--- src/core/fdt_regs.vh ---
`ifndef FDT_REGS_VH
`define FDT_REGS_VH

// register map, byte addresses on the serial register port
`define FDT_ADDR_CFG         8'h10
`define FDT_ADDR_FADE_OUT    8'h11
`define FDT_ADDR_FADE_IN     8'h12

// configuration register bit positions
`define FDT_CFG_RUN          0
`define FDT_CFG_RRUN_EN      1
`define FDT_CFG_STAT_UP      3
`define FDT_CFG_STAT_DOWN    4
`define FDT_CFG_STAT_HOLD    5
`define FDT_CFG_PIN_REGRST   6
`define FDT_CFG_WMASK        8'h43

// timing field positions in the fade registers
`define FDT_DELAY_MSB        5
`define FDT_DELAY_LSB        3
`define FDT_RAMP_MSB         2
`define FDT_RAMP_LSB         0

// power-on values
`define FDT_CFG_RESET        8'h00
`define FDT_FADE_OUT_RESET   8'h00
`define FDT_FADE_IN_RESET    8'h00

// clocks and times
`define FDT_CLK_HZ           200000000
`define FDT_PWM_HZ           32000
`define FDT_PWM_CYCLES       (`FDT_CLK_HZ / `FDT_PWM_HZ)
`define FDT_FADE_BASE_US     65500
`define FDT_FADE_BASE_TICKS  (`FDT_FADE_BASE_US * (`FDT_PWM_HZ / 1000) / 1000)
`define FDT_FADE_STEPS       8
`define FDT_STEP_BASE_TICKS  (`FDT_FADE_BASE_TICKS / `FDT_FADE_STEPS)
`define FDT_RRUN_PERIODS     128

`endif

--- src/core/fdt_pwm_tick.v ---
`timescale 1ns/1ps
// divides the system clock down to the pwm timebase, one pulse per period
module fdt_pwm_tick #(
	parameter PWM_CYCLES = 6250
) (
	input  wire sys_clk,  // system clock
	input  wire resetn,   // async reset, active low
	output reg  tick_q    // one-cycle pulse per pwm period
);
	// cut to the counter width on purpose; the default period fits easily
	localparam integer LAST_I = PWM_CYCLES - 1;
	localparam [15:0]  LAST   = LAST_I[15:0];

	reg [15:0] cnt_q;

	// free running, so the fade and reset-run timing never depend on bus clock
	always @(posedge sys_clk or negedge resetn) begin
		if (!resetn) begin
			cnt_q  <= 16'h0000;
			tick_q <= 1'b0;
		end else if (cnt_q == LAST) begin
			cnt_q  <= 16'h0000;
			tick_q <= 1'b1;
		end else begin
			cnt_q  <= cnt_q + 16'h0001;
			tick_q <= 1'b0;
		end
	end
endmodule // fdt_pwm_tick

--- src/core/fdt_sync.v ---
`timescale 1ns/1ps
// two-stage synchroniser for one asynchronous level
module fdt_sync #(
	parameter RESET_VAL = 1'b0
) (
	input  wire sys_clk,   // system clock
	input  wire resetn,    // async reset, active low
	input  wire async_in,  // level from a pin
	output reg  sync_q     // synchronised level
);
	reg meta_q;

	// first stage feeds only the second stage
	always @(posedge sys_clk or negedge resetn) begin
		if (!resetn) begin
			meta_q <= RESET_VAL;
			sync_q <= RESET_VAL;
		end else begin
			meta_q <= async_in;
			sync_q <= meta_q;
		end
	end
endmodule // fdt_sync

--- src/core/fdt_top.v ---
`timescale 1ns/1ps
`include "fdt_regs.vh"

module fdt_top #(
	parameter PWM_CYCLES      = `FDT_PWM_CYCLES,
	parameter STEP_BASE_TICKS = `FDT_STEP_BASE_TICKS,
	parameter RRUN_PERIODS    = `FDT_RRUN_PERIODS
) (
	input  wire       sys_clk,      // system clock, 200 MHz
	input  wire       resetn,       // async reset, active low
	input  wire       rst_pin_n,    // reset pin, active low, asynchronous
	input  wire       slave_ack,    // pulse: serial engine acked our address
	input  wire       reg_we,       // pulse: register write from serial engine
	input  wire [7:0] reg_addr,     // register address
	input  wire [7:0] reg_wdata,    // register write data
	output reg  [7:0] reg_rdata_q,  // read data, one cycle after reg_addr
	output reg        bus_enable_q, // high while serial engine may respond
	output reg        bus_abort_q,  // pulse: return serial engine to idle
	output reg        drive_en_q,   // constant-current outputs enabled
	output reg  [2:0] fade_level_q, // fade dac code, 7 is full current
	output reg        run_q         // configuration run bit
);
	localparam [2:0] S_OFF  = 3'd0;
	localparam [2:0] S_HOLD = 3'd1;
	localparam [2:0] S_DOWN = 3'd2;
	localparam [2:0] S_UP   = 3'd3;
	localparam [2:0] S_ON   = 3'd4;

	// cut to the counter widths on purpose; the defaults fit with room to spare
	localparam integer STEP_BASE_I = STEP_BASE_TICKS;
	localparam integer RR_LAST_I   = RRUN_PERIODS;
	localparam [14:0]  STEP_BASE   = STEP_BASE_I[14:0];
	localparam [7:0]   RR_LAST     = RR_LAST_I[7:0];

	wire       pin_s;
	wire       tick;
	reg        pin_d1_q;
	reg  [7:0] cfg_q;
	reg  [7:0] fade_out_q;
	reg  [7:0] fade_in_q;
	reg        run_prev_q;
	reg        armed_q;
	reg  [7:0] rr_cnt_q;
	reg  [2:0] state_q;
	reg  [2:0] state_d;
	reg  [2:0] phase_q;
	reg  [2:0] phase_d;
	reg  [14:0] step_q;
	reg  [14:0] step_d;
	reg  [2:0] lvl_d;
	reg        drv_d;
	reg  [2:0] seg_code;
	reg  [7:0] rdata_d;

	// reset pin crosses into the system clock domain
	fdt_sync #(
		.RESET_VAL (1'b0)
	) u_pin_sync (
		.sys_clk  (sys_clk),
		.resetn   (resetn),
		.async_in (rst_pin_n),
		.sync_q   (pin_s)
	);

	fdt_pwm_tick #(
		.PWM_CYCLES (PWM_CYCLES)
	) u_tick (
		.sys_clk (sys_clk),
		.resetn  (resetn),
		.tick_q  (tick)
	);

	wire       pin_rise  = pin_s & ~pin_d1_q;
	wire       pin_fall  = ~pin_s & pin_d1_q;
	wire       bus_live  = pin_s & pin_d1_q;
	wire       ack_ok    = slave_ack & bus_live;
	wire       wr_ok     = reg_we & bus_live;
	wire       rr_fire   = armed_q & tick & (rr_cnt_q == RR_LAST);
	wire       run_now   = cfg_q[`FDT_CFG_RUN];
	wire       run_fall  = run_prev_q & ~run_now;
	wire       run_rise  = ~run_prev_q & run_now;
	wire [2:0] delay_code = fade_out_q[`FDT_DELAY_MSB:`FDT_DELAY_LSB];
	wire [2:0] down_code  = fade_out_q[`FDT_RAMP_MSB:`FDT_RAMP_LSB];
	wire [2:0] up_code    = fade_in_q[`FDT_RAMP_MSB:`FDT_RAMP_LSB];
	wire [2:0] shift_amt  = seg_code - 3'd1;
	// each code step doubles the segment length
	wire [14:0] step_len  = STEP_BASE << shift_amt;
	wire       step_done = (step_q == step_len - 15'd1);

	// pin edge tracking and bus gating
	always @(posedge sys_clk or negedge resetn) begin
		if (!resetn) begin
			pin_d1_q     <= 1'b0;
			bus_enable_q <= 1'b0;
			bus_abort_q  <= 1'b0;
		end else begin
			pin_d1_q     <= pin_s;
			bus_enable_q <= pin_s;
			bus_abort_q  <= pin_fall;
		end
	end

	// register file; hardware updates land after the write so a hardware set or clear wins
	always @(posedge sys_clk or negedge resetn) begin
		if (!resetn) begin
			cfg_q      <= `FDT_CFG_RESET;
			fade_out_q <= `FDT_FADE_OUT_RESET;
			fade_in_q  <= `FDT_FADE_IN_RESET;
		end else if (!pin_s && cfg_q[`FDT_CFG_PIN_REGRST]) begin
			cfg_q      <= `FDT_CFG_RESET;
			fade_out_q <= `FDT_FADE_OUT_RESET;
			fade_in_q  <= `FDT_FADE_IN_RESET;
		end else begin
			if (wr_ok && reg_addr == `FDT_ADDR_CFG) begin
				cfg_q <= reg_wdata & `FDT_CFG_WMASK;
			end
			// full bytes stored and read back
			if (wr_ok && reg_addr == `FDT_ADDR_FADE_OUT) begin
				fade_out_q <= reg_wdata;
			end
			if (wr_ok && reg_addr == `FDT_ADDR_FADE_IN) begin
				fade_in_q <= reg_wdata;
			end
			if (armed_q && ack_ok) begin
				cfg_q[`FDT_CFG_RRUN_EN] <= 1'b0;
			end
			if (rr_fire) begin
				cfg_q[`FDT_CFG_RUN] <= 1'b1;
			end
		end
	end

	// reset-run trigger: armed by a rising pin edge, counted in pwm periods
	always @(posedge sys_clk or negedge resetn) begin
		if (!resetn) begin
			armed_q  <= 1'b0;
			rr_cnt_q <= 8'h00;
		end else if (!pin_s) begin
			armed_q  <= 1'b0;
			rr_cnt_q <= 8'h00;
		end else if (pin_rise) begin
			armed_q  <= cfg_q[`FDT_CFG_RRUN_EN];
			rr_cnt_q <= 8'h00;
		end else if (armed_q && ack_ok) begin
			armed_q  <= 1'b0;
			rr_cnt_q <= 8'h00;
		end else if (armed_q && tick) begin
			// first tick lands 0..1 period after the edge, so the
			// extra count makes the quiet time 128 to 129 periods
			if (rr_cnt_q == RR_LAST) begin
				armed_q  <= 1'b0;
				rr_cnt_q <= 8'h00;
			end else begin
				rr_cnt_q <= rr_cnt_q + 8'h01;
			end
		end
	end

	// segment length follows the code of the segment in progress
	always @* begin
		case (state_q)
			S_HOLD:  seg_code = delay_code;
			S_DOWN:  seg_code = down_code;
			S_UP:    seg_code = up_code;
			default: seg_code = 3'd1;
		endcase
	end

	// fade sequencer: each segment is eight steps of step_len pwm ticks
	always @* begin
		state_d = state_q;
		phase_d = phase_q;
		step_d  = step_q;
		lvl_d   = fade_level_q;
		drv_d   = drive_en_q;
		if (run_fall) begin
			phase_d = 3'd0;
			step_d  = 15'h0000;
			if (delay_code != 3'd0) begin
				state_d = S_HOLD;
				lvl_d   = 3'd7;
				drv_d   = 1'b1;
			end else if (down_code != 3'd0) begin
				state_d = S_DOWN;
				lvl_d   = 3'd7;
				drv_d   = 1'b1;
			end else begin
				// code 000 switches off at once
				state_d = S_OFF;
				lvl_d   = 3'd0;
				drv_d   = 1'b0;
			end
		end else if (run_rise) begin
			phase_d = 3'd0;
			step_d  = 15'h0000;
			drv_d   = 1'b1;
			if (up_code != 3'd0) begin
				state_d = S_UP;
				lvl_d   = 3'd0;
			end else begin
				state_d = S_ON;
				lvl_d   = 3'd7;
			end
		end else if (tick && (state_q == S_HOLD || state_q == S_DOWN || state_q == S_UP)) begin
			if (!step_done) begin
				step_d = step_q + 15'h0001;
			end else begin
				step_d  = 15'h0000;
				phase_d = phase_q + 3'd1;
				case (state_q)
					S_HOLD: begin
						if (phase_q == 3'd7) begin
							if (down_code != 3'd0) begin
								state_d = S_DOWN;
							end else begin
								state_d = S_OFF;
								lvl_d   = 3'd0;
								drv_d   = 1'b0;
							end
						end
					end
					S_DOWN: begin
						if (phase_q == 3'd7) begin
							state_d = S_OFF;
							lvl_d   = 3'd0;
							drv_d   = 1'b0;
						end else begin
							lvl_d = fade_level_q - 3'd1;
						end
					end
					S_UP: begin
						if (phase_q == 3'd7) begin
							state_d = S_ON;
						end else begin
							lvl_d = fade_level_q + 3'd1;
						end
					end
					default: begin
						state_d = S_OFF;
					end
				endcase
			end
		end
	end

	// fade state registers; outputs start off since run resets low
	always @(posedge sys_clk or negedge resetn) begin
		if (!resetn) begin
			state_q      <= S_OFF;
			phase_q      <= 3'd0;
			step_q       <= 15'h0000;
			fade_level_q <= 3'd0;
			drive_en_q   <= 1'b0;
			run_prev_q   <= 1'b0;
			run_q        <= 1'b0;
		end else begin
			state_q      <= state_d;
			phase_q      <= phase_d;
			step_q       <= step_d;
			fade_level_q <= lvl_d;
			drive_en_q   <= drv_d;
			run_prev_q   <= run_now;
			run_q        <= run_now;
		end
	end

	// read mux; status bits show the sequencer, unmapped addresses read zero
	always @* begin
		case (reg_addr)
			`FDT_ADDR_CFG: begin
				rdata_d = cfg_q;
				rdata_d[`FDT_CFG_STAT_UP]   = (state_q == S_UP);
				rdata_d[`FDT_CFG_STAT_DOWN] = (state_q == S_DOWN);
				rdata_d[`FDT_CFG_STAT_HOLD] = (state_q == S_HOLD);
			end
			`FDT_ADDR_FADE_OUT: rdata_d = fade_out_q;
			`FDT_ADDR_FADE_IN:  rdata_d = fade_in_q;
			default:            rdata_d = 8'h00;
		endcase
	end

	// registered read data
	always @(posedge sys_clk or negedge resetn) begin
		if (!resetn) begin
			reg_rdata_q <= 8'h00;
		end else begin
			reg_rdata_q <= rdata_d;
		end
	end
endmodule // fdt_top

--- config.mk ---
export PLATFORM = sky130hd
export DESIGN_NAME = fdt_top
export DESIGN_NICKNAME = d
export VERILOG_FILES = /design/src/core/fdt_pwm_tick.v /design/src/core/fdt_sync.v /design/src/core/fdt_top.v
export VERILOG_INCLUDE_DIRS = /design/src /design/src/core
export SDC_FILE = /design/constraint.sdc
export NUM_CORES = 1
export LEC_CHECK = 0
export BUFFER_PORTS_ARGS = -buffer_cell sky130_fd_sc_hd__buf_2
export CAP_MARGIN = 20
export CORE_MARGIN = 4
export CORE_UTILIZATION = 50
export CTS_CLUSTER_DIAMETER = 200
export CTS_CLUSTER_SIZE = 24
export DETAILED_ROUTE_END_ITERATION = 10
export GPL_ROUTABILITY_DRIVEN = 0
export PLACE_DENSITY = 0.72
export SLEW_MARGIN = 10
export SYNTH_ARGS = -nofsm -noshare
export SYNTH_HDL_FRONTEND = slang
export SYNTH_HIERARCHICAL = 1
export SYNTH_SLANG_ARGS = --single-unit
--- constraint.sdc ---
create_clock -name sys_clk -period 4.51 [get_ports sys_clk]
set_input_delay 0.2255 -clock sys_clk [delete_from_list [all_inputs] [get_ports sys_clk]]
set_output_delay 0.2255 -clock sys_clk [all_outputs]
set_load 0.01 [all_outputs]
==> impl_metrics.py, run 1 <==
metrics = {
    "run_status": {
        "status": "completed",
    },
    "power_and_ir_drop": {
        "seq_power_share": 0.364,
        "netSwitchingFraction": 0.396,
        "powerDensity_nw_per_um2": 449,
        "p_int_mw": 1.47,
        "power_frac_clock": 0.204,
        "p_switching_mw": 0.963,
        "finalPower_mw": 2.43,
        "combPwrFrac": 0.432,
        "peakVddDrop_mv": 0.221,
        "p_leak_nw": 2.55,
    },
    "die": {
        "start_util": 0.524,
        "die_area_um2": 11500,
        "dieWidth_um": 107,
        "coreArea_um2": 9420,
        "boundaryPins": 36,
        "rows": 35,
        "die_y_um": 107,
    },
    "clock_tree": {
        "clkTransAtPathRegs_ns": 0.09,
        "cts_sinks": 83,
        "numCtsBuffers": 9,
        "htreeDepth": 3,
        "clockBufferDepth": 2,
        "cts_tree": "yes",
        "clock_latency_ns": 0.35,
        "cts-root-buf": "clkbuf_8",
    },
    "critical_path": {
        "slowest_delay_ns": 0.45,
        "crit_required_ns": 4.76,
        "crit_type": "flip-flop to flip-flop",
        "worst_r2r_path_depth": 14,
        "cp-end-kind": "flip-flop",
        "timing.rr.end": "fade_level_q[2]$_DFFE_PN0P_",
        "cp_top_family": "compound AO/OA/AOI/OAI gates",
        "crit_buf_inv": 1,
        "cp_slowest_cell": "dfrtp_2",
        "cp-start-kind": "flip-flop",
        "rrSetupSlack_ns": 0.25,
        "crit_top_cell": "ha_1",
        "worstPathMaxFanout": 8,
        "r2r_start": "state_q[0]$_DFFE_PN0P_",
        "crit_arrival_ns": 4.51,
        "path_cells": "mux2_2, a32o_1, inv_1, ha_1, ha_1, or2_2, ha_1, xnor2_1, a211oi_1, o211ai_1, nor4_4, nand3_4, o31ai_4, mux2_4",
        "startpoint": "state_q[0]$_DFFE_PN0P_",
    },
    "routing": {
        "drc": 0,
        "wl_met2_um": 4930,
        "drt_iter0_drc": 274,
        "vias": 3892,
        "wl_per_cell_um": 15.5,
        "m1WireLength_um": 5180,
        "dr.max_layer_used": "met4",
        "firstDrtPassIters": 4,
        "vias_per_cell": 5.66,
        "ant_nets": 0,
        "wl_met3_um": 392,
        "wl_um": 10700,
    },
    "job": {
        "maxCapViolations": 0,
    },
    "sta": {
        "final-max-slew-violation-count": 0,
        "setup_viol_count_final": 0,
        "tns_ns": 0,
        "finalCritPeriodShare": 0.944,
        "hold_violations": 0,
        "fin_crit_ns": 4.26,
        "layout_setup_ws_ns": 0.252,
        "rsz0062_at_grt": "false",
        "slew_headroom": 0.516,
        "tightest_slew_ns": 0.719,
        "clock_skew_ns": 0.0106,
        "hold_ws_ns": 0.124,
        "clock.fmax_mhz": 235,
    },
    "global_routing": {
        "grt_pass1_vias": 3750,
        "grt.total_usage": 0.194,
        "grt.overflow.total": 0,
        "grt_pass1_wl_um": 18300,
        "grt_max_degree": 84,
        "antenna_found_initial": 0,
    },
    "placement": {
        "pre_cts_slack_ns": 0.224,
        "placement.io_buffers": 35,
        "dp_hpwl_um": 7590,
        "placement.cell_area_um2": 5190,
    },
    "synthesis": {
        "synth_seq_cells": 83,
        "syn_area_um2": 4930,
        "synth_nets": 562,
        "synth-edff-count": 0,
        "async_flop_share": 1.00,
        "ys_seq_area_frac": 0.421,
        "synth.avg_cell_area_um2": 9.42,
        "netlist_instances": 524,
        "yosys_warnings": 6,
        "yosys.cell_types.count": 75,
        "synthFlopType": "dfrtp_1",
    },
    "layout": {
        "n_antenna_cell": 0,
        "layout_common_cells": "dfrtp_1, nor2_1, nand2_1",
        "nets": 593,
        "mostFrequentLayoutCell": "dfrtp_1",
        "syn2layout_area_growth_pct": 9.79,
        "drive_gt1_frac": 0.147,
        "design_area_um2": 5420,
    },
    "min_path": {
        "min-delay-start": "reg_wdata[5]",
        "hp-class": "input pin to flip-flop",
        "holdPathStages": 3,
        "holdPathEnd": "fade_in_q[5]$_DFFE_PN0P_",
    },
}
-- power by group through the flow --
| stage | registers [mW] | logic [mW] | clock network (mW) |
|---|---|---|---|
| detailed placement | 0.898 | 1.04 | 0 |
| finish | 0.886 | 1.05 | 0.495 |
| global placement | 0.892 | 1.01 | 0 |
| global route | 0.898 | 1.16 | 0.536 |
| floorplan | 0.870 | 0.868 | 0 |
| CTS | 0.883 | 1.05 | 0.505 |
-- registers in the layout, summed over array words and instances (netlist names) --
signal / cells
fade_level_q: 3
bus_abort_q: 1
u_tick/cnt_q: 16
rr_cnt_q: 8
u_pin_sync/sync_q: 1
fade_out_q: 8
drive_en_q: 1
u_tick/tick_q: 1
u_pin_sync/meta_q: 1
cfg_q: 3
step_q: 15
run_prev_q: 1
fade_in_q: 8
armed_q: 1
phase_q: 3
pin_d1_q: 1
reg_rdata_q: 8
state_q: 3
-- worst max path at each step --
stage                                             end  cells past startpoint
final                     fade_level_q[2]$_DFFE_PN0P_                     14
after CTS                 fade_level_q[1]$_DFFE_PN0P_                     14
after global routing      fade_level_q[1]$_DFFE_PN0P_                     14
after floorplan           fade_level_q[2]$_DFFE_PN0P_                     16
after global placement    fade_level_q[0]$_DFFE_PN0P_                     14
after detailed placement  fade_level_q[1]$_DFFE_PN0P_                     14
-- stage by stage --
step,util,cells
after global placement,0.551,670
final,0.575,688
after global routing,0.575,688
after CTS,0.571,686
after floorplan,-,524
after detailed placement,0.551,670
-- cells in the mapped netlist (4+ instances only) --
| cell | number | area (µm²) |
|---|---|---|
| mux2i_1 | 28 | 280 |
| xnor2_1 | 11 | 96.3 |
| o21ai_0 | 21 | 105 |
| a21oi_1 | 31 | 155 |
| a31oi_1 | 4 | 25.0 |
| buf_2 | 6 | 30.0 |
| nor3_1 | 14 | 70.1 |
| nand2b_1 | 10 | 62.6 |
| or3_1 | 6 | 37.5 |
| and3_1 | 9 | 56.3 |
| clkbuf_1 | 10 | 37.5 |
| nand4_1 | 7 | 43.8 |
| o22ai_1 | 6 | 37.5 |
| nand2_1 | 42 | 158 |
| inv_1 | 26 | 97.6 |
| nor2_1 | 62 | 233 |
| xor2_1 | 15 | 131 |
| ha_1 | 17 | 213 |
| dfrtp_1 | 83 | 2080 |
| nand3_1 | 24 | 120 |
| nor4_1 | 7 | 43.8 |
| nor2b_1 | 7 | 43.8 |
-- what timing repair did --
item / 4_1_cts / 5_1_grt
setup buffers: 0 / 0
endpoints found under the hold margin: 1 / 29
endpoints found under the setup margin: 0 / 4
gates resized for setup: 0 / 2
hold buffers: 1 / 1
-- final cells by class --
cell class	instances	area (µm²)
clock inverters	5	37.5
well taps	129	161
fillers	817	4000
repair buffers	42	255
multi-input cells	393	2650
clock buffers	10	138
flip-flops and latches	83	2080
inverters	26	97.6
-- logic make-up after synthesis --
kind of cell,share of synthesized area
compound gates,0.142
xor+xnor,0.0461
fa+ha+maj,0.0431
buf+inv,0.0426
flops,0.421
mux,0.0750
simple gates,0.230
-- layer usage --
metal,global-route usage,up-vias
met5,0,-
met2,0.313,84
met1,0.275,1870
li1,-,1923
met3,0.0240,15
met4,0.0577,0
-- worst reg2reg max path: stages, from the launching register on --
cell and delay, ns:
dfrtp_2 0.45, mux2_2 0.38, a32o_1 0.27, inv_1 0.09
ha_1 0.22, ha_1 0.32, or2_2 0.32, ha_1 0.28
xnor2_1 0.13, a211oi_1 0.26, o211ai_1 0.18, nor4_4 0.39
nand3_4 0.17, o31ai_4 0.36, mux2_4 0.33
Note: power is estimated with default switching activity, not from simulation.
==> run 2: changes to the inputs <==
- ABC_AREA: default -> 1
- CORE_ASPECT_RATIO: default -> 0.75
==> run 2 against run 1 <==
  * Routed wire length rose by 14%
  * Fmax rose by 11%
  * Utilization fell by 0.19 points
  * Synthesized area rose by 6.7%
  * Highest routed layer unchanged
  * Non-clock buffer count fell by 2
  * Clock power rose by 47%
  * Worst setup slack improved by 0.43 ns
  * Via count rose by 23%
  * Combinational power rose by 77%
==> impl_metrics.py, run 2 <==
metrics = {
    "run_status": {
        "status": "completed",
    },
    "clock_tree": {
        "ctsResizeCount": 0,
        "cts-root-buf": "clkbuf_16",
        "cts_sinks": 83,
        "numCtsBuffers": 9,
        "htreeDepth": 3,
        "clkTransAtPathRegs_ns": 0.06,
        "cts_tree": "yes",
        "clock_latency_ns": 0.34,
        "clockBufferDepth": 2,
    },
    "layout": {
        "layout_common_cells": "nand2_1, inv_1, dfrtp_1",
        "largest_reg_flops": 16,
        "reg_top3": "u_tick/cnt_q: 16 flops, step_q: 15 flops",
        "drive_gt1_frac": 0.137,
        "nets": 792,
        "nFillCells": 909,
        "syn2layout_area_growth_pct": 12.0,
        "n_antenna_cell": 0,
        "mostFrequentLayoutCell": "nand2_1",
        "largest-register": "u_tick/cnt_q",
    },
    "die": {
        "rows": 32,
        "die_y_um": 96.9,
        "start_util": 0.512,
        "boundaryPins": 36,
        "coreArea_um2": 10300,
        "die_area_um2": 12300,
        "dieWidth_um": 127,
    },
    "routing": {
        "vias_per_cell": 5.34,
        "ant_nets": 0,
        "drt_iter0_drc": 454,
        "drc": 0,
        "wl_per_cell_um": 13.6,
        "firstDrtPassIters": 5,
        "wl_um": 12100,
        "vias": 4773,
    },
    "placement": {
        "placement.io_buffers": 35,
        "dp_hpwl_um": 9160,
    },
    "power_and_ir_drop": {
        "p_leak_nw": 2.99,
        "finalPower_mw": 3.60,
        "peakVddDrop_mv": 0.234,
        "powerDensity_nw_per_um2": 610,
    },
    "sta": {
        "final-max-slew-violation-count": 0,
        "setup_viol_count_final": 0,
        "clock_skew_ns": 0.00659,
        "slew_headroom": 0.319,
        "rsz0062_at_grt": "false",
        "hold_violations": 0,
        "fin_crit_ns": 3.83,
        "tightest_slew_ns": 1.02,
        "clock.fmax_mhz": 261,
        "finalCritPeriodShare": 0.849,
        "tns_ns": 0,
    },
    "synthesis": {
        "synth_top_area_share": 0.394,
        "synth_seq_cells": 83,
        "syn_area_um2": 5270,
        "netlist_instances": 712,
        "yosys_warnings": 6,
        "yosys.cell_types.count": 44,
        "async_flop_share": 1.00,
        "synth_top_area_cell": "dfrtp_1",
        "netlist_top_cells_count": "nand2_1, inv_1, dfrtp_1",
        "synth.avg_cell_area_um2": 7.40,
        "synthFlopType": "dfrtp_1",
        "synth_area_leaders": "dfrtp_1, nand2_1, inv_1, nand3_1, nor2_1",
        "ys_seq_area_frac": 0.394,
        "yosysMostFrequentCell": "nand2_1",
        "synth-edff-count": 0,
        "synth_nets": 750,
    },
    "critical_path": {
        "crit_arrival_ns": 4.05,
        "crit_type": "flip-flop to flip-flop",
        "path_cells": "inv_1, nor2_1, nand2_1, nor2_1, nor2_2, ha_1, ha_1, inv_4, nand2_1, ha_1, nand3_2, nor2_2, nand2_1, nand3_1, nand3_1, nor2_2, nand3_4, nand2_2, nand2_1, nand2_1, o21ai_1",
        "slowest_delay_ns": 0.49,
        "cp-start-kind": "flip-flop",
        "cp-end-kind": "flip-flop",
        "crit_top_cell": "nand2_1",
        "crit_required_ns": 4.73,
        "cp_slowest_cell": "ha_1",
        "worstPathMaxFanout": 11,
    },
    "global_routing": {
        "top_usage_layer": "met2",
        "grt_use_met1": 0.292,
        "grt.overflow.total": 0,
        "met2_usage": 0.322,
        "grt.total_usage": 0.207,
        "grt_max_degree": 84,
        "grt_pass1_vias": 4586,
        "grt_pass1_wl_um": 21200,
        "globalRouteMet3Util": 0.0414,
        "antenna_found_initial": 0,
    },
    "min_path": {
        "hp-class": "input pin to flip-flop",
    },
    "job": {
        "maxCapViolations": 0,
    },
}
[run 2: critical path: cells and delay by family (launching register included)]
family | cells | cell delay (ns)
AND/OR/NAND/NOR | 15 | 2.00
adder cells (fa/ha/maj) | 3 | 1.01
flip-flops | 1 | 0.38
buffers and inverters | 2 | 0.24
AO/OA/AOI/OAI | 1 | 0.07
[run 2: what timing repair did]
item / 4_1_cts / 5_1_grt
hold buffers: 1 / 1
buffers inserted: 0 / 0
endpoints found under the setup margin: 0 / 0
endpoints found under the hold margin: 1 / 16
[run 2: final timing paths]
check / start / endpoint / slack [ns] / depth (start not counted)
min in group asynchronous: resetn / reg_rdata_q[7]$_DFF_PN0_ / 0.29 / 2
hold reg to reg: u_pin_sync/meta_q$_DFF_PN0_ / u_pin_sync/sync_q$_DFF_PN0_ / 0.38 / 0
setup reg to reg: state_q[0]$_DFFE_PN0P_ / state_q[2]$_DFFE_PN0P_ / 0.68 / 21
max in group asynchronous: resetn / u_tick/cnt_q[9]$_DFF_PN0_ / 3.62 / 3
setup / recovery: state_q[0]$_DFFE_PN0P_ / state_q[2]$_DFFE_PN0P_ / 0.68 / 21
hold / removal: reg_wdata[2] / fade_in_q[2]$_DFFE_PN0P_ / 0.16 / 3
[run 2: final cells by class]
class                   instances  area (µm²)  share of cell area
inverters                     108         408              0.0691
clock buffers                  10         239              0.0405
multi-input cells             512        2720               0.460
repair buffers                 40         240              0.0407
clock inverters                 4        52.6             0.00890
well taps                     136         170              0.0288
flip-flops and latches         83        2080               0.352
[run 2: per-layer routing]
layer / vias up / wire, µm
li1: 2371 / -
met1: 2202 / 5670
met2: 173 / 5390
met3: 27 / 843
met4: 0 / 228
met5: - / 0
[run 2: cells by family after synthesis]
group	count (synthesis)	share of synthesized area
adders and majority gates	17	0.0404
and+or+nand+nor	392	0.351
xor gates and xnor gates	23	0.0382
buffers and inverters	117	0.0903
DFF	83	0.394
AOI/OAI and AO/OA	80	0.0858
[run 2: power by group]
group          internal [mW]  total (mW)  leakage (nW)  switching [mW]
combinational          0.596        1.86          1.77            1.27
sequential             0.879        1.01          1.10           0.128
clock                  0.437       0.726         0.133           0.289
[run 2: metrics by stage]
stage | util | hold slack (ns) | setup WS [ns] | std cells | instance area [µm²]
2_1_floorplan | - | -0.0701 | 1.31 | 712 | 5270
3_3_place_gp | 0.540 | 0.339 | 0.969 | 875 | 5560
3_5_place_dp | 0.540 | 0.338 | 0.781 | 875 | 5560
4_1_cts | 0.569 | 0.106 | 0.737 | 890 | 5860
5_1_grt | 0.574 | 0.165 | 0.339 | 893 | 5900
6_report | 0.574 | 0.165 | 0.679 | 893 | 5900
